File: config.mk
export PLATFORM = sky130hd
export DESIGN_NAME = sspra_device_flat
export DESIGN_NICKNAME = d
export VERILOG_FILES = /design/src/verilog/sspra_if.sv /design/src/verilog/sspra_device.sv /design/src/flat_wrapper.sv
export VERILOG_INCLUDE_DIRS = /design/src /design/src/verilog
export SDC_FILE = /design/constraint.sdc
export NUM_CORES = 1
export LEC_CHECK = 0
export ABC_CLOCK_PERIOD_IN_PS = 15290
export CORE_MARGIN = 4
export CORE_UTILIZATION = 45
export DETAILED_ROUTE_END_ITERATION = 6
export DONT_BUFFER_PORTS = 1
export PLACE_DENSITY_LB_ADDON = 0.12
export SLEW_MARGIN = 5
export SYNTH_ARGS = -nofsm -noshare
export SYNTH_HDL_FRONTEND = slang
export SYNTH_SLANG_ARGS = --single-unit
File: constraint.sdc
create_clock -name ref_clk -period 15.29 [get_ports ref_clk]
set_input_delay 1.529 -clock ref_clk [delete_from_list [all_inputs] [get_ports ref_clk]]
set_output_delay 1.529 -clock ref_clk [all_outputs]
set_load 0.005 [all_outputs]
File: src/verilog/sspra_params.svh
// Constants for the sensor SPI register access block
`ifndef SSPRA_PARAMS_SVH
`define SSPRA_PARAMS_SVH
`define SSPRA_FRAME_BITS      5'd16
`define SSPRA_ADDR_W          6
`define SSPRA_OFF_FLASH_CNT   6'h00
`define SSPRA_OFF_SUPPLY      6'h02
`define SSPRA_OFF_RATE        6'h04
`define SSPRA_OFF_EXTRA       6'h0a
`define SSPRA_OFF_TEMP        6'h0c
`define SSPRA_OFF_ANGLE       6'h0e
`define SSPRA_BIT_NEW         15
`define SSPRA_BIT_ERR         14
`define SSPRA_SCLK_DIV        4'd4
`define SSPRA_SAMPLE_PERIOD   16'h0100
`endif

File: src/verilog/sspra_if.sv
// Four-wire SPI link between host and sensor
`timescale 1ns/1ns
interface sspra_if;
    logic cs_n;      // Chip select, active low
    logic sclk;      // Serial clock from host
    logic mosi;      // Host to device data
    logic miso_o;    // Device output value
    logic miso_oe_n; // Device output enable, active low
    logic miso;      // Resolved line
    // Released line shows the inverse, so a sample taken off-frame is caught
    assign miso = miso_oe_n ? ~miso_o : miso_o;
    modport dev  (input cs_n, input sclk, input mosi, output miso_o, output miso_oe_n);
    modport host (output cs_n, output sclk, output mosi, input miso);
endinterface : sspra_if

File: src/verilog/sspra_device.sv
// Sensor end: SPI slave with read-only output data registers
//
// Notes on behaviour
// (RULE1) Registers 16 bits, two 6-bit byte addresses
// (RULE2) Chip select high: output off, link ignored
// (RULE3) Frames are exactly 16 clocks under select
// (RULE4) Full duplex, 16 bits each way
// (RULE5) Write frame: 1,0,address,8 data bits
// (RULE6) Host writes each byte in own frame
// (RULE7) Read request: 0,0 then address
// (RULE8) Either byte address returns whole register
// (RULE9) Last 8 bits of read ignored
// (RULE10) Read data returned in next frame
// (RULE11) Next request accepted while returning data
// (RULE12) Outputs refresh independent of host reads
// (RULE13) Bit 15 new data, cleared on read
// (RULE14) Bit 14 error or alarm flag
// (RULE15) 12-bit data: bits 13:12 don't care
// (RULE16) Rate is 14-bit two's complement
// (RULE17) Temperature 12-bit two's complement
// (RULE18) Extra analog input 12-bit straight binary
// (RULE19) Flash write count full 16 bits
// (RULE20) Angle cleared on null, reset, power-up
// (RULE21) Bits shifted most significant first
//
// The link pins are sampled by ref_clk through two flip-flops, so each
// half period of the link clock must span at least four ref_clk cycles.
`timescale 1ns/1ns
`include "sspra_params.svh"
module sspra_device #(
    parameter int SAMPLE_PERIOD = `SSPRA_SAMPLE_PERIOD    // Internal refresh period in clocks
) (
    input  wire logic        ref_clk,
    input  wire logic        rst,
    sspra_if.dev             spi,
    input  wire logic [13:0] rate_in,          // Rate sample source
    input  wire logic [11:0] supply_in,        // Supply sample source
    input  wire logic [11:0] extra_in,         // Extra analog sample source
    input  wire logic [11:0] temp_in,          // Temperature sample source
    input  wire logic        alarm_in,         // System error or alarm level
    input  wire logic        null_cmd,         // Bias null pulse, clears angle
    input  wire logic        flash_write,      // One pulse per flash write
    output logic [7:0]       wr_data,          // Last written byte
    output logic [5:0]       wr_addr,          // Its byte address
    output logic             wr_strobe         // Pulse per write frame
);
    ////////////////////////////////////////////////////////////////////////
    // State
    typedef struct packed {
        logic [1:0]  cs_s;                 // Select synchroniser, bit1 is second stage
        logic [1:0]  sck_s;                // Link clock synchroniser
        logic [1:0]  mosi_s;               // Serial input synchroniser
        logic        sck_prev;             // Last synced clock, for edge detect
        logic [4:0]  bit_cnt;              // Bits received this frame
        logic [15:0] rx;                   // Receive shift
        logic [15:0] tx;                   // Transmit shift
        logic [5:0]  rd_addr;              // Pending read address
        logic        rd_pend;              // Read requested last frame
        logic [15:0] tmr;                  // Refresh timer
        logic [5:0]  new_sample_flag;      // New data flags per register
        logic [15:0] flash_cnt;            // Flash write count
        logic [13:0] rate;                 // Latest rate sample
        logic [13:0] angle;                // Integrated rate
        logic [11:0] supply;               // Latest supply sample
        logic [11:0] extra;                // Latest extra analog sample
        logic [11:0] temp;                 // Latest temperature sample
        logic        miso_o;               // Serial output value
        logic        miso_oe_n;            // Serial output enable, active low
        logic [7:0]  wdat;                 // Last written byte
        logic [5:0]  wadr;                 // Its byte address
        logic        wstb;                 // Write frame pulse
    } sspra_dstate_t;
    sspra_dstate_t q, d;

    // Register index from a byte address, word-aligned [RULE1] [RULE8]
    function automatic logic [2:0] sspra_idx(input logic [5:0] a);
        case ({a[5:1], 1'b0})
            `SSPRA_OFF_FLASH_CNT: sspra_idx = 3'h0;
            `SSPRA_OFF_SUPPLY:    sspra_idx = 3'h1;
            `SSPRA_OFF_RATE:      sspra_idx = 3'h2;
            `SSPRA_OFF_EXTRA:     sspra_idx = 3'h3;
            `SSPRA_OFF_TEMP:      sspra_idx = 3'h4;
            `SSPRA_OFF_ANGLE:     sspra_idx = 3'h5;
            default:              sspra_idx = 3'h7;
        endcase
    endfunction : sspra_idx

    ////////////////////////////////////////////////////////////////////////
    // Next state
    always_comb begin
        logic [2:0]  ix;
        logic [15:0] word;
        logic        rise, fall;
        logic        refresh;
        // Defaults for the read path
        ix      = 3'h7;
        word    = 16'h0000;
        refresh = 1'b0;
        d = q;
        // Pins pass two flip-flops before any logic reads them
        d.cs_s   = {q.cs_s[0], spi.cs_n};
        d.sck_s  = {q.sck_s[0], spi.sclk};
        d.mosi_s = {q.mosi_s[0], spi.mosi};
        d.sck_prev = q.sck_s[1];
        d.wstb = 1'b0;
        // Edges found on the second stage only
        rise = q.sck_s[1] & ~q.sck_prev;
        fall = ~q.sck_s[1] & q.sck_prev;
        // Internal refresh, unrelated to host traffic [RULE12]
        refresh = (q.tmr >= 16'(SAMPLE_PERIOD - 1));
        if (refresh) begin
            d.tmr    = 16'h0000;
            d.rate   = rate_in;                        // [RULE16]
            d.supply = supply_in;
            d.extra  = extra_in;                       // [RULE18]
            d.temp   = temp_in;                        // [RULE17]
            d.angle  = q.angle + rate_in;              // Integrate rate
            d.new_sample_flag = 6'h3f;                 // [RULE13]
        end else begin
            d.tmr = q.tmr + 16'h0001;
        end
        // Flash write count, one per pulse
        if (flash_write) begin
            d.flash_cnt = q.flash_cnt + 16'h0001;      // [RULE19]
            d.new_sample_flag[0] = 1'b1;
        end
        // Bias null clears the angle
        if (null_cmd) begin
            d.angle = 14'h0000;                        // [RULE20]
        end
        // Frame logic, active only under select
        if (q.cs_s[1]) begin
            // Deselected: tristate, restart frame [RULE2]
            d.miso_oe_n = 1'b1;
            d.bit_cnt   = 5'd0;
        end else begin
            d.miso_oe_n = 1'b0;
            // Hold the first bit ready before the first edge
            if (q.bit_cnt == 5'd0 && !rise) begin
                d.miso_o = q.tx[15];                   // First bit out, MSB [RULE21]
            end
            if (rise) begin
                // Sample input, full duplex [RULE4]
                d.rx      = {q.rx[14:0], q.mosi_s[1]};
                d.bit_cnt = q.bit_cnt + 5'd1;
                d.tx      = {q.tx[14:0], 1'b0};
                if (q.bit_cnt == `SSPRA_FRAME_BITS - 5'd1) begin
                    // Frame complete after 16 clocks [RULE3]
                    d.bit_cnt = 5'd0;
                    d.rd_pend = 1'b0;
                    if (q.rx[14]) begin
                        // Write: 1,0,address,data [RULE5]
                        d.wadr = q.rx[12:7];
                        d.wdat = {q.rx[6:0], q.mosi_s[1]};
                        d.wstb = 1'b1;
                    end else if (!q.rx[13]) begin
                        // Read: 0,0,address; data bits dropped [RULE7] [RULE9]
                        d.rd_addr = q.rx[12:7];
                        d.rd_pend = 1'b1;
                        ix = sspra_idx(q.rx[12:7]);
                        case (ix)
                            3'h0:    word = q.flash_cnt;
                            3'h1:    word = {2'b00, 2'b00, q.supply};     // [RULE15]
                            3'h2:    word = {2'b00, q.rate};
                            3'h3:    word = {2'b00, 2'b00, q.extra};
                            3'h4:    word = {2'b00, 2'b00, q.temp};
                            3'h5:    word = {2'b00, q.angle};
                            default: word = 16'h0000;
                        endcase
                        // Flash word carries no flags; all 16 bits count
                        if (ix != 3'h0 && ix != 3'h7) begin
                            word[`SSPRA_BIT_NEW] = q.new_sample_flag[ix]; // [RULE13]
                            word[`SSPRA_BIT_ERR] = alarm_in;              // [RULE14]
                        end
                        // Read clears its flag, a fresh load in the same cycle wins
                        if (ix != 3'h7 && !refresh && !(ix == 3'h0 && flash_write)) begin
                            d.new_sample_flag[ix] = 1'b0;
                        end
                        d.tx = word;               // Loaded for next frame [RULE10] [RULE11]
                    end
                end
            end
            // Output changes on the falling edge, host samples before the next
            if (fall) begin
                d.miso_o = q.tx[15];               // Shift out MSB first [RULE21]
            end
        end
    end

    ////////////////////////////////////////////////////////////////////////
    // Registers
    // Asynchronous reset to idle, serial output released
    always_ff @(posedge ref_clk or posedge rst) begin
        if (rst) begin
            q <= '0;
            q.cs_s <= 2'b11;
            q.miso_oe_n <= 1'b1;
        end else begin
            q <= d;
        end
    end

    ////////////////////////////////////////////////////////////////////////
    // Outputs, each straight from the state register
    assign spi.miso_o    = q.miso_o;
    assign spi.miso_oe_n = q.miso_oe_n;
    assign wr_data   = q.wdat;
    assign wr_addr   = q.wadr;
    assign wr_strobe = q.wstb;
endmodule : sspra_device

File: src/flat_wrapper.sv
// flat-port wrapper written by rule: the top's interface ports become plain ports
module sspra_device_flat 
#(
    parameter int SAMPLE_PERIOD = `SSPRA_SAMPLE_PERIOD                                        
)
  (ref_clk, rst, rate_in, supply_in, extra_in, temp_in, alarm_in, null_cmd, flash_write, wr_data, wr_addr, wr_strobe, spi_cs_n, spi_sclk, spi_mosi, spi_miso_o, spi_miso_oe_n);
  sspra_if spi_i ();
  input  wire logic ref_clk;
  input  wire logic rst;
  input  wire logic [13:0] rate_in;
  input  wire logic [11:0] supply_in;
  input  wire logic [11:0] extra_in;
  input  wire logic [11:0] temp_in;
  input  wire logic alarm_in;
  input  wire logic null_cmd;
  input  wire logic flash_write;
  output logic [7:0] wr_data;
  output logic [5:0] wr_addr;
  output logic wr_strobe;
  input wire logic [$bits(spi_i.cs_n)-1:0] spi_cs_n;
  input wire logic [$bits(spi_i.sclk)-1:0] spi_sclk;
  input wire logic [$bits(spi_i.mosi)-1:0] spi_mosi;
  output wire logic [$bits(spi_i.miso_o)-1:0] spi_miso_o;
  output wire logic [$bits(spi_i.miso_oe_n)-1:0] spi_miso_oe_n;
  assign spi_i.cs_n = spi_cs_n;
  assign spi_i.sclk = spi_sclk;
  assign spi_i.mosi = spi_mosi;
  assign spi_miso_o = spi_i.miso_o;
  assign spi_miso_oe_n = spi_i.miso_oe_n;
  sspra_device #(.SAMPLE_PERIOD(SAMPLE_PERIOD)) u_core (.ref_clk(ref_clk), .rst(rst), .spi(spi_i), .rate_in(rate_in), .supply_in(supply_in), .extra_in(extra_in), .temp_in(temp_in), .alarm_in(alarm_in), .null_cmd(null_cmd), .flash_write(flash_write), .wr_data(wr_data), .wr_addr(wr_addr), .wr_strobe(wr_strobe));
endmodule
Word level (Yosys, flattened, before mapping) --
Cells that the tools add are included.
Word-level totals: register bits 170, latch bits 0, RAM bits 0, bits in read-only memories 0, input bits 58, output and inout port bits 17, word-level logic and storage cells 107, memories kept 0
Cells by class: add/sub/neg operators 4, $mul 0, div/mod/pow operators 0, $lt $le $gt $ge 3, equal/unequal tests 12, shifts and indexed selects 0, multiplexer cells 36, bitwise gates (word level) 9, reductions and logical operators 21
Operators by type and width (count):
- 16-bit one-hot mux with 6 select lines | 1
- 23-bit two-way mux | 3
- 50-bit two-way mux | 1
- 44-bit two-way mux | 1
- 6-bit two-way mux | 7
- 16-bit by 1-bit adder with 16-bit output, second input constant | 2
- 3-bit one-hot mux with 6 select lines | 1
- 17-bit two-way mux | 1
- 16-bit by 8-bit greater-or-equal comparator with 1-bit output, second input constant | 1
- 16-bit two-way mux | 1
- 5-bit by 3-bit == test with 1-bit output, second input constant | 3
- 3-bit two-way mux | 5
- 14-bit adder | 1
- 14-bit two-way mux | 1
- 5-bit zero test | 2
- 5-bit two-way mux | 2
- 1-bit two-way mux | 9
- 6-bit AND | 1
- 3-bit by 2-bit == test with 1-bit output, second input constant | 2
- 3-bit == test, second input constant | 2
- 1-bit logical AND | 6
- 6-bit inverter | 1
- 2-bit nonzero test | 3
- 5-bit by 1-bit adder with 5-bit output, second input constant | 1
- other kinds (19) | 27

Depth between registers and ports, before layout --
Gate-level depths: netlist (run 1).
depth after elaboration 19, mapped depth 16, mapped depth without buffers 10

Worst setup path after synthesis (run 1) --
No wires, ideal clock.
kind input -> register, start point input port rate_in[0], end point register u_core.q[61] in the netlist's numbering, setup time 99 ps, data arrival time 3376 ps, data required time 15191 ps, path slack 11815 ps, stages 7, buffers on the path 0, cells stage by stage ha_1 > fa_1 > a211oi_1 > o21bai_1 > a2111oi_0 > o21ai_0 > a311oi_1
Between the ends: longest elaborated chain between the ends 3
RTL lines:
- start, declared | line flat_wrapper.sv:10 | input wire logic [13:0] rate_in;
- 14-bit adder | line sspra_device.sv:117 | d.angle = q.angle + rate_in;
- 50-bit two-way mux | line sspra_device.sv:111 | if (refresh) begin
- 14-bit two-way mux | line sspra_device.sv:128 | if (null_cmd) begin
- end, declared | line sspra_device.sv:73 | sspra_dstate_t q, d;
No other way between the ends. The select of a mux whose other input is x is not followed. A chain may end at the register's enable or synchronous reset.

Final worst setup path (run 1) --
start point register u_core.q[152] in the netlist's numbering, end point register u_core.q[128] in the netlist's numbering
Between the ends: longest elaborated chain between the ends 12, elaborated cells between the ends (all ways) 22, classes of those cells 10 x eq/ne; 10 x mux; 2 x reduce/logical
RTL lines:
- 5-bit by 3-bit == test with 1-bit output, or another cell as far along | line sspra_device.sv:77 | case ({a[5:1], 1'b0})
- 3-bit one-hot mux with 6 select lines (*) | line sspra_device.sv:77
- 3-bit two-way mux (*) | line sspra_device.sv:156 | end else if (!q.rx[13]) begin
- 3-bit two-way mux (*) | line sspra_device.sv:151 | if (q.rx[14]) begin
- 3-bit two-way mux (*) | line sspra_device.sv:147 | if (q.bit_cnt == `SSPRA_FRAME_BITS - 5'd1) begin
- 3-bit two-way mux (*) | line sspra_device.sv:142 | if (rise) begin
- 3-bit two-way mux (*) | line sspra_device.sv:132 | if (q.cs_s[1]) begin
- 3-bit == test, or another cell as far along | line sspra_device.sv:161 | case (ix)
- 16-bit one-hot mux with 6 select lines (*) | line sspra_device.sv:161
- 23-bit two-way mux (*) | line sspra_device.sv:156
- 23-bit two-way mux (*) | line sspra_device.sv:151
- 23-bit two-way mux (*) | line sspra_device.sv:147
Mark *: on every way between the ends. The rest lies on a longest branch, timed or not. The select of a mux whose other input is x is not followed.

==> run metrics, run 1 <==
Seq/Total Area, Yosys 0.501; initial antenna violation count 0; setup TNS 0 ps; WP buf/inv 2; Initial Utilization 0.463; EDFF count, synth 0; Final nets 895; Crit path largest cell delay around 570 ps; Post-CTS Setup Bufs 0; antenna diode count 0; routability cong. 0.886; r2r endpoint u_core.q[128]; Top Family by Delay on Critical Path simple AND/OR/NAND/NOR gates; cts bufs inserted 17; Worst setup EP type register; Core Footprint 17400 sq um; first-pass GRT wire length 30.9 mm; CTS tree yes; pins over their slew limit 0; Worst path depth 11; Slowest-stage cell, CP nand2b_1; IR drop worst, VDD 0.0879 mV; Syn Inst Count about 850; Detailed Route WL roughly 19 mm; DP Cell Count 1022; Pwr Total 1.21 mW; WL/cell 18.1 um; die width 142 um; largest net degree at the start of global routing 97; reg2reg start u_core.q[152]; min-delay worst type reg2reg; Clock Latency Late Sink around 420 ps; CP Launch Point u_core.q[152]; total leakage power 4.03 nW; area post-placement 8110 sq um; GR Overflow Total 0; # hold bufs at CTS 0; period utilization 0.221; number of routed nets with antenna violations 0; fraction of final layout cells sized beyond drive strength 1 0.0894; drt pass-1 iters 5; drc violations 0; Seq cells post-synth between 150 and 200; fin cells 1053; Most used DFF post-synth dfrtp_1; Area Growth Syn to Fin 8.65%; Avg Inst Size Synth 9.53 sq um; RSZ-0062 raised after global routing false; Die H 142 um; Die ar. about 20000 sq um; max_slew headroom 0.359; Cell Chain, Critical Path nand2b_1, o21ai_0, and2_1, inv_1, ha_1, nand2b_1, nor4_1, buf_4, a221oi_1, a21o_1, a211oi_2; fin crit period between 3000 and 4000 ps; total track usage 0.194; root buf cell clkbuf_16; DP Wirelength ~13 mm; synthesized area 8060 sq um; Num Clock Sinks between 150 and 200; clock buffer depth 2; crit path DAT 3720 ps; Clk pin slew, worst setup/hold paths around 60 ps; reg-to-reg slack, setup 11910 ps; vias in the first global route roughly 5900; CP required 15620 ps; distinct cell type count after synthesis 61; Final Setup Violations 0; Crit path top cell by count nand2b_1; Worst Setup EP u_core.q[128]; outcome finished, final reports clean; R2R cell count 11; count of final hold-check violations 0; Power Dens Cells 138 nW/um^2; H-tree depth 4; Top Ports 75; Iteration-0 DRC Markers 355; row count 48; worst-margin pin slew 956 ps; via count 5920; Crit Path Class reg2reg; Port Buffer Count 0; Worst setup SP type register; Max-Cap Viols 0; synth warn 0; FILL cells 1603; post-route design area 8750 sq um; CP Max Fanout 17; Resized cells post-CTS 0; clk_skew ~12 ps; routed vias/inst 5.62; ys async rst share 1.00; Max Clock Freq 0.296 GHz
==> routing by layer <==
layer | vias to the layer above | routed length (um) | global-route usage | part of all wire
met4 | 0 | 370 | 0.0712 | 0.019
met5 | - | 0 | 0 | 0
met1 | 2916 | 9050 | 0.273 | 0.47
met2 | 120 | 8910 | 0.300 | 0.47
li1 | 2855 | - | - | -
met3 | 29 | 766 | 0.0381 | 0.040
==> cell usage after synthesis, types with 8 or more instances <==
master    number  area [sq um]
a211oi_1       9          67.6
a21o_1        15           113
a21oi_1       34           170
a221o_1       13           130
a221oi_1       8          70.1
and3_1        12          75.1
buf_2         13          65.1
buf_4         15           113
clkbuf_1      31           116
dfrtp_1      158          3950
ha_1          20           250
inv_1         11          41.3
mux2_2        21           236
mux2i_1       14           140
nand2_1      230           863
nand3_1       18          90.1
nand3b_1      10          75.1
nor2_1        39           146
nor3_1        25           125
o21ai_0       21           105
or3_1         13          81.3
xnor2_1       17           149
xor2_1        11          96.3
==> power by group <==
| group | total, mW | leakage [nW] | switching [mW] | internal, mW |
|---|---|---|---|---|
| registers | 0.520 | 1.98 | 0.0463 | 0.473 |
| clock network | 0.467 | 0.310 | 0.172 | 0.295 |
| logic | 0.221 | 1.73 | 0.124 | 0.0970 |
| total | 1.21 | 4.03 | 0.343 | 0.865 |
==> cell families after synthesis <==
group	after synthesis	share of synthesized area
AO/OA/AOI/OAI	143	0.129
XOR/XNOR	28	0.0304
adder cells (fa/ha/maj)	21	0.0335
buffers and inverters	73	0.0458
flip-flops	161	0.501
multiplexers	35	0.0467
other	1	0.000465
AND/OR/NAND/NOR	383	0.213
==> registers in the layout (all words and copies together) (netlist names) <==
name,flops
u_core.wr_addr,6
u_core.wr_data,8
u_core.spi.miso_oe_n,1
u_core.wr_strobe,1
u_core.spi.miso_o,1
u_core.d,4
u_core.q,140
==> area by class of cell <==
cell class / instances / area [sq um] / area share
clock buffers: 19 / 443 / 0.0506
multi-input cells: 618 / 3690 / 0.422
clock inverters: 12 / 205 / 0.0234
well taps: 225 / 282 / 0.0322
repair buffers: 7 / 52.6 / 0.00600
flip-flops and latches: 161 / 4030 / 0.461
inverters: 11 / 46.3 / 0.00529
==> placed cells by master, fill, tap and decap left out, types with 5 or more instances in the layout <==
master	n
nor3_1	24
a221o_1	13
nand2b_1	7
a221oi_1	8
a21oi_1	34
a21o_1	15
bufinv_16	5
mux2i_1	14
and3_1	12
inv_1	10
ha_1	20
nor2_1	38
nand4_1	7
buf_4	7
nand3b_1	10
or3_1	13
dfrtp_1	158
clkbuf_16	17
xnor2_1	17
o21ai_0	21
nand3_1	18
a211oi_1	9
nand2_1	229
xor2_1	11
conb_1	8
mux2_2	21
o211ai_1	5
==> worst register-to-register path: cells and delay by family (launching register included) <==
kind	cells	cell delay (ps)
compound gates	4	690
fa+ha+maj	1	300
buf+inv	2	320
flops	1	550
simple gates	4	1450
==> worst min path at each step <==
stage                        startpoint            end  slack (ps)  depth (start not counted)
after floorplan           u_core.d[167]  u_core.d[163]         330                          0
after global placement    u_core.d[165]  u_core.q[165]         340                          0
after detailed placement  u_core.d[165]  u_core.q[165]         340                          0
after CTS                 u_core.d[165]  u_core.q[165]         350                          0
after global routing      u_core.d[169]  u_core.q[169]         360                          0
final                     u_core.d[165]  u_core.q[165]         350                          0
==> stage by stage <==
step                      hold slack, ps  setup WS (ps)  utilization
after floorplan                      331           9420            -
after detailed placement             336          11540        0.465
after global routing                 362          11680        0.503
after global placement               336          11640        0.465
after CTS                            350          11930        0.503
final                                348          11910        0.503
Note: power is estimated with default switching activity, not from simulation.
==> run 2, diff against run 1 <==
Settings changed: ABC_AREA set to 1, ABC_CLOCK_PERIOD_IN_PS 15290 to 2800.
Clock period 15.29 ns to 2.8 ns, I/O delays scaled along.
==> run 2 against run 1 <==
The run now ends with hold timing left. Cell area grew 7.4%. Highest routed layer unchanged. Largest cell class unchanged. Clock skew increased by 2.9 ps. Hold slack lost 360 ps. Cell count is 21% higher. Global-route usage rose by 1.6 points. Synthesized area rose by 1.0%. Via count increased by 7.5%. Critical endpoint unchanged. Flip-flop and latch count is the same. Total power grew to 5.3 times the previous value. Synthesized cell count rose by 17%. Register-to-register slack lost 12000 ps. First-iteration DRC count rose by 4.2%.
==> run metrics, run 2 <==
Area Growth Syn to Fin 15.5%; area share of the leading cell type in the synthesized netlist 0.486 (-0.00498); CTS tree yes; routability cong. 0.928 (+4.8%); synth warn 0 (unchanged); WP buf/inv 2 (unchanged); max reg flops 140 (unchanged); first-pass GRT wire length 33.6 mm (+8.6%); Seq/Total Area, Yosys 0.495 (-0.00508); clk_skew 14.7 ps (+2.87 ps); Worst setup SP type register; EDFF count, synth 0 (unchanged); via count 6366 (+7.5%); WL/cell 15.6 um (-14%); WHS -14.7 ps (-362 ps); Top Family by Delay on Critical Path simple AND/OR/NAND/NOR gates; worst-margin pin slew 930 ps (-26.4 ps); Crit path top cell by count nor2_8; fin crit period 2540 ps (-843 ps); Initial Utilization 0.464 (+0.00154); max_slew headroom 0.378 (+0.0188); initial antenna violation count 1 (+1); outcome finished, violations left; failing checks hold timing; fin cells 1271 (+21%); Core Footprint 17500 sq um (+0.69%); cts bufs inserted 17 (unchanged); Die H 142 um (+0.48%); Die ar. 20300 sq um (+0.96%); distinct cell type count after synthesis 46 (-25%); Max Clock Freq 0.394 GHz (+33%); largest area contributor in the netlist dfrtp_1; Syn Inst Count 986 (+17%); Worst setup EP type register; Clock Latency Late Sink 430 ps (about the same); Power Dens Cells 683 nW/um^2 (+400%); Commonest cells post-synth nand2_1, dfrtp_1, inv_1, o21ai_0, nand4_1; total leakage power 4.61 nW (+15%); Reg with most FFs u_core.q; setup TNS 0 ps (unchanged); DP Wirelength 14.2 mm (+8.1%); IR drop worst, VDD 0.445 mV (+410%); FILL cells 1637 (+2.1%); count of final hold-check violations 10 (+10); GR Overflow Total 0 (unchanged); commonest non-fill, non-tap cell in the layout nand2_1; Cell Chain, Critical Path nor2_4, nand2_2, nor2_8, nor2_8, ha_1, nand2_4, nand2_4, buf_4, o21ai_4, inv_2, nor2_8, o21ai_1, a21boi_1; ys async rst share 1.00 (unchanged); Final Setup Violations 0 (unchanged); drc violations 0 (unchanged); synth top area cells dfrtp_1, nand2_1, inv_1; min-delay worst type in2async; H-tree depth 4 (unchanged); drt pass-1 iters 5 (unchanged); Clk pin slew, worst setup/hold paths 60 ps (about the same); Detailed Route WL 19.9 mm (+4.2%); crit path DAT 2890 ps (-830 ps); Final nets 1111 (+24%); Iteration-0 DRC Markers 370 (+4.2%); CP Max Fanout 25 (+8); most frequent cells in the layout nand2_1, dfrtp_1, inv_1; root buf cell clkbuf_16; DP Cell Count 1183 (+16%); synthesized area 8140 sq um (+1.0%); Top Ports 75 (unchanged); Resized cells post-CTS 0 (unchanged); most common cell in the netlist nand2_1; fraction of final layout cells sized beyond drive strength 1 0.0890 (-0.000377); routed vias/inst 5.01 (-11%); Seq cells post-synth 161 (unchanged); clock buffer depth 2 (unchanged); pins over their slew limit 0 (unchanged); number of routed nets with antenna violations 0 (unchanged); Most used DFF post-synth dfrtp_1; Port Buffer Count 0 (unchanged); Max-Cap Viols 0 (unchanged); largest net degree at the start of global routing 162 (+67%); Num Clock Sinks 161 (unchanged); Crit Path Class reg2reg; total track usage 0.211 (+0.0163); CP required 3150 ps (-12470 ps); Slowest-stage cell, CP dfrtp_1; period utilization 0.906 (+0.685); row count 48 (unchanged); Crit path largest cell delay 440 ps (-130 ps); Avg Inst Size Synth 8.25 sq um (-13%); RSZ-0062 raised after global routing false; die width 142 um (+0.48%); vias in the first global route 6505 (+11%)
## run 2: cell count changes after synthesis, moves of 19 or more
cell and change:
o21ai_0 +40, clkbuf_1 -19, mux2_2 -20, nand2_1 +95, nand4_1 +37, inv_1 +87
## run 2: through the flow
step | worst slack, ps | cell area (sq um) | hold slack [ps] | utilization | power, mW
finish | 262 | 9400 | -14.7 | 0.536 | 6.43
global route | 13.5 | 9400 | 43.5 | 0.536 | 6.82
CTS | 213 | 9380 | 1.55 | 0.535 | 6.47
detailed placement | 228 | 8290 | 285 | 0.473 | 4.20
global placement | 301 | 8290 | 285 | 0.473 | 4.18
floorplan | 480 | 8170 | 284 | - | 3.86
## run 2: logic make-up (layout without fill, tap and decap cells)
group / Yosys count / after routing / synth area share
xor+xnor: 22 / 22 / 0.0237
mux: 1 / 1 / 0.00138
fa+ha+maj: 21 / 21 / 0.0332
compound gates: 127 / 127 / 0.0856
simple gates: 498 / 498 / 0.278
other cells: 1 / 9 / 0.000461
flops: 161 / 161 / 0.495
buf+inv: 155 / 207 / 0.0819
## run 2: worst paths after layout
kind | startpoint | end | slack (ps) | cells after the start
max in group asynchronous | rst | u_core.q[49] | 2230 | 2
worst min register to register | u_core.d[167] | u_core.d[163] | 360 | 0
worst max register to register | u_core.q[153] | u_core.q[128] | 260 | 13
worst max-delay path | u_core.q[153] | u_core.q[128] | 260 | 13
min in group ref_clk | flash_write | u_core.q[82] | 20 | 3
worst min-delay path | rst | u_core.q[35] | -10 | 2
## run 2: where the power goes
| group | switching [mW] | internal (mW) |
|---|---|---|
| registers | 0.249 | 2.60 |
| logic | 0.866 | 0.517 |
| clock network | 0.947 | 1.25 |
| total | 2.06 | 4.36 |
## run 2: cell type report
class	instances	area (sq um)	area share
clock buffer	20	447	0.0475
clock inverter	12	111	0.0118
multi-input combinational	677	3470	0.369
timing repair buffer	64	641	0.0681
inverter	111	420	0.0447
antenna	1	2.50	0.000266
sequential	161	4030	0.429
tap	225	282	0.0299
## run 2: per-layer routing
layer,vias up,GRT usage,share of wire
li1,3246,-,-
met3,33,0.0501,0.045
met1,2946,0.280,0.46
met5,-,0,0
met2,141,0.333,0.47
met4,0,0.0855,0.027
## run 2: repair_timing
item	CTS	global route
setup endpoints to repair	0	4
buffers inserted	0	1
endpoints found under the hold margin	54	1
hold buffers	53	1
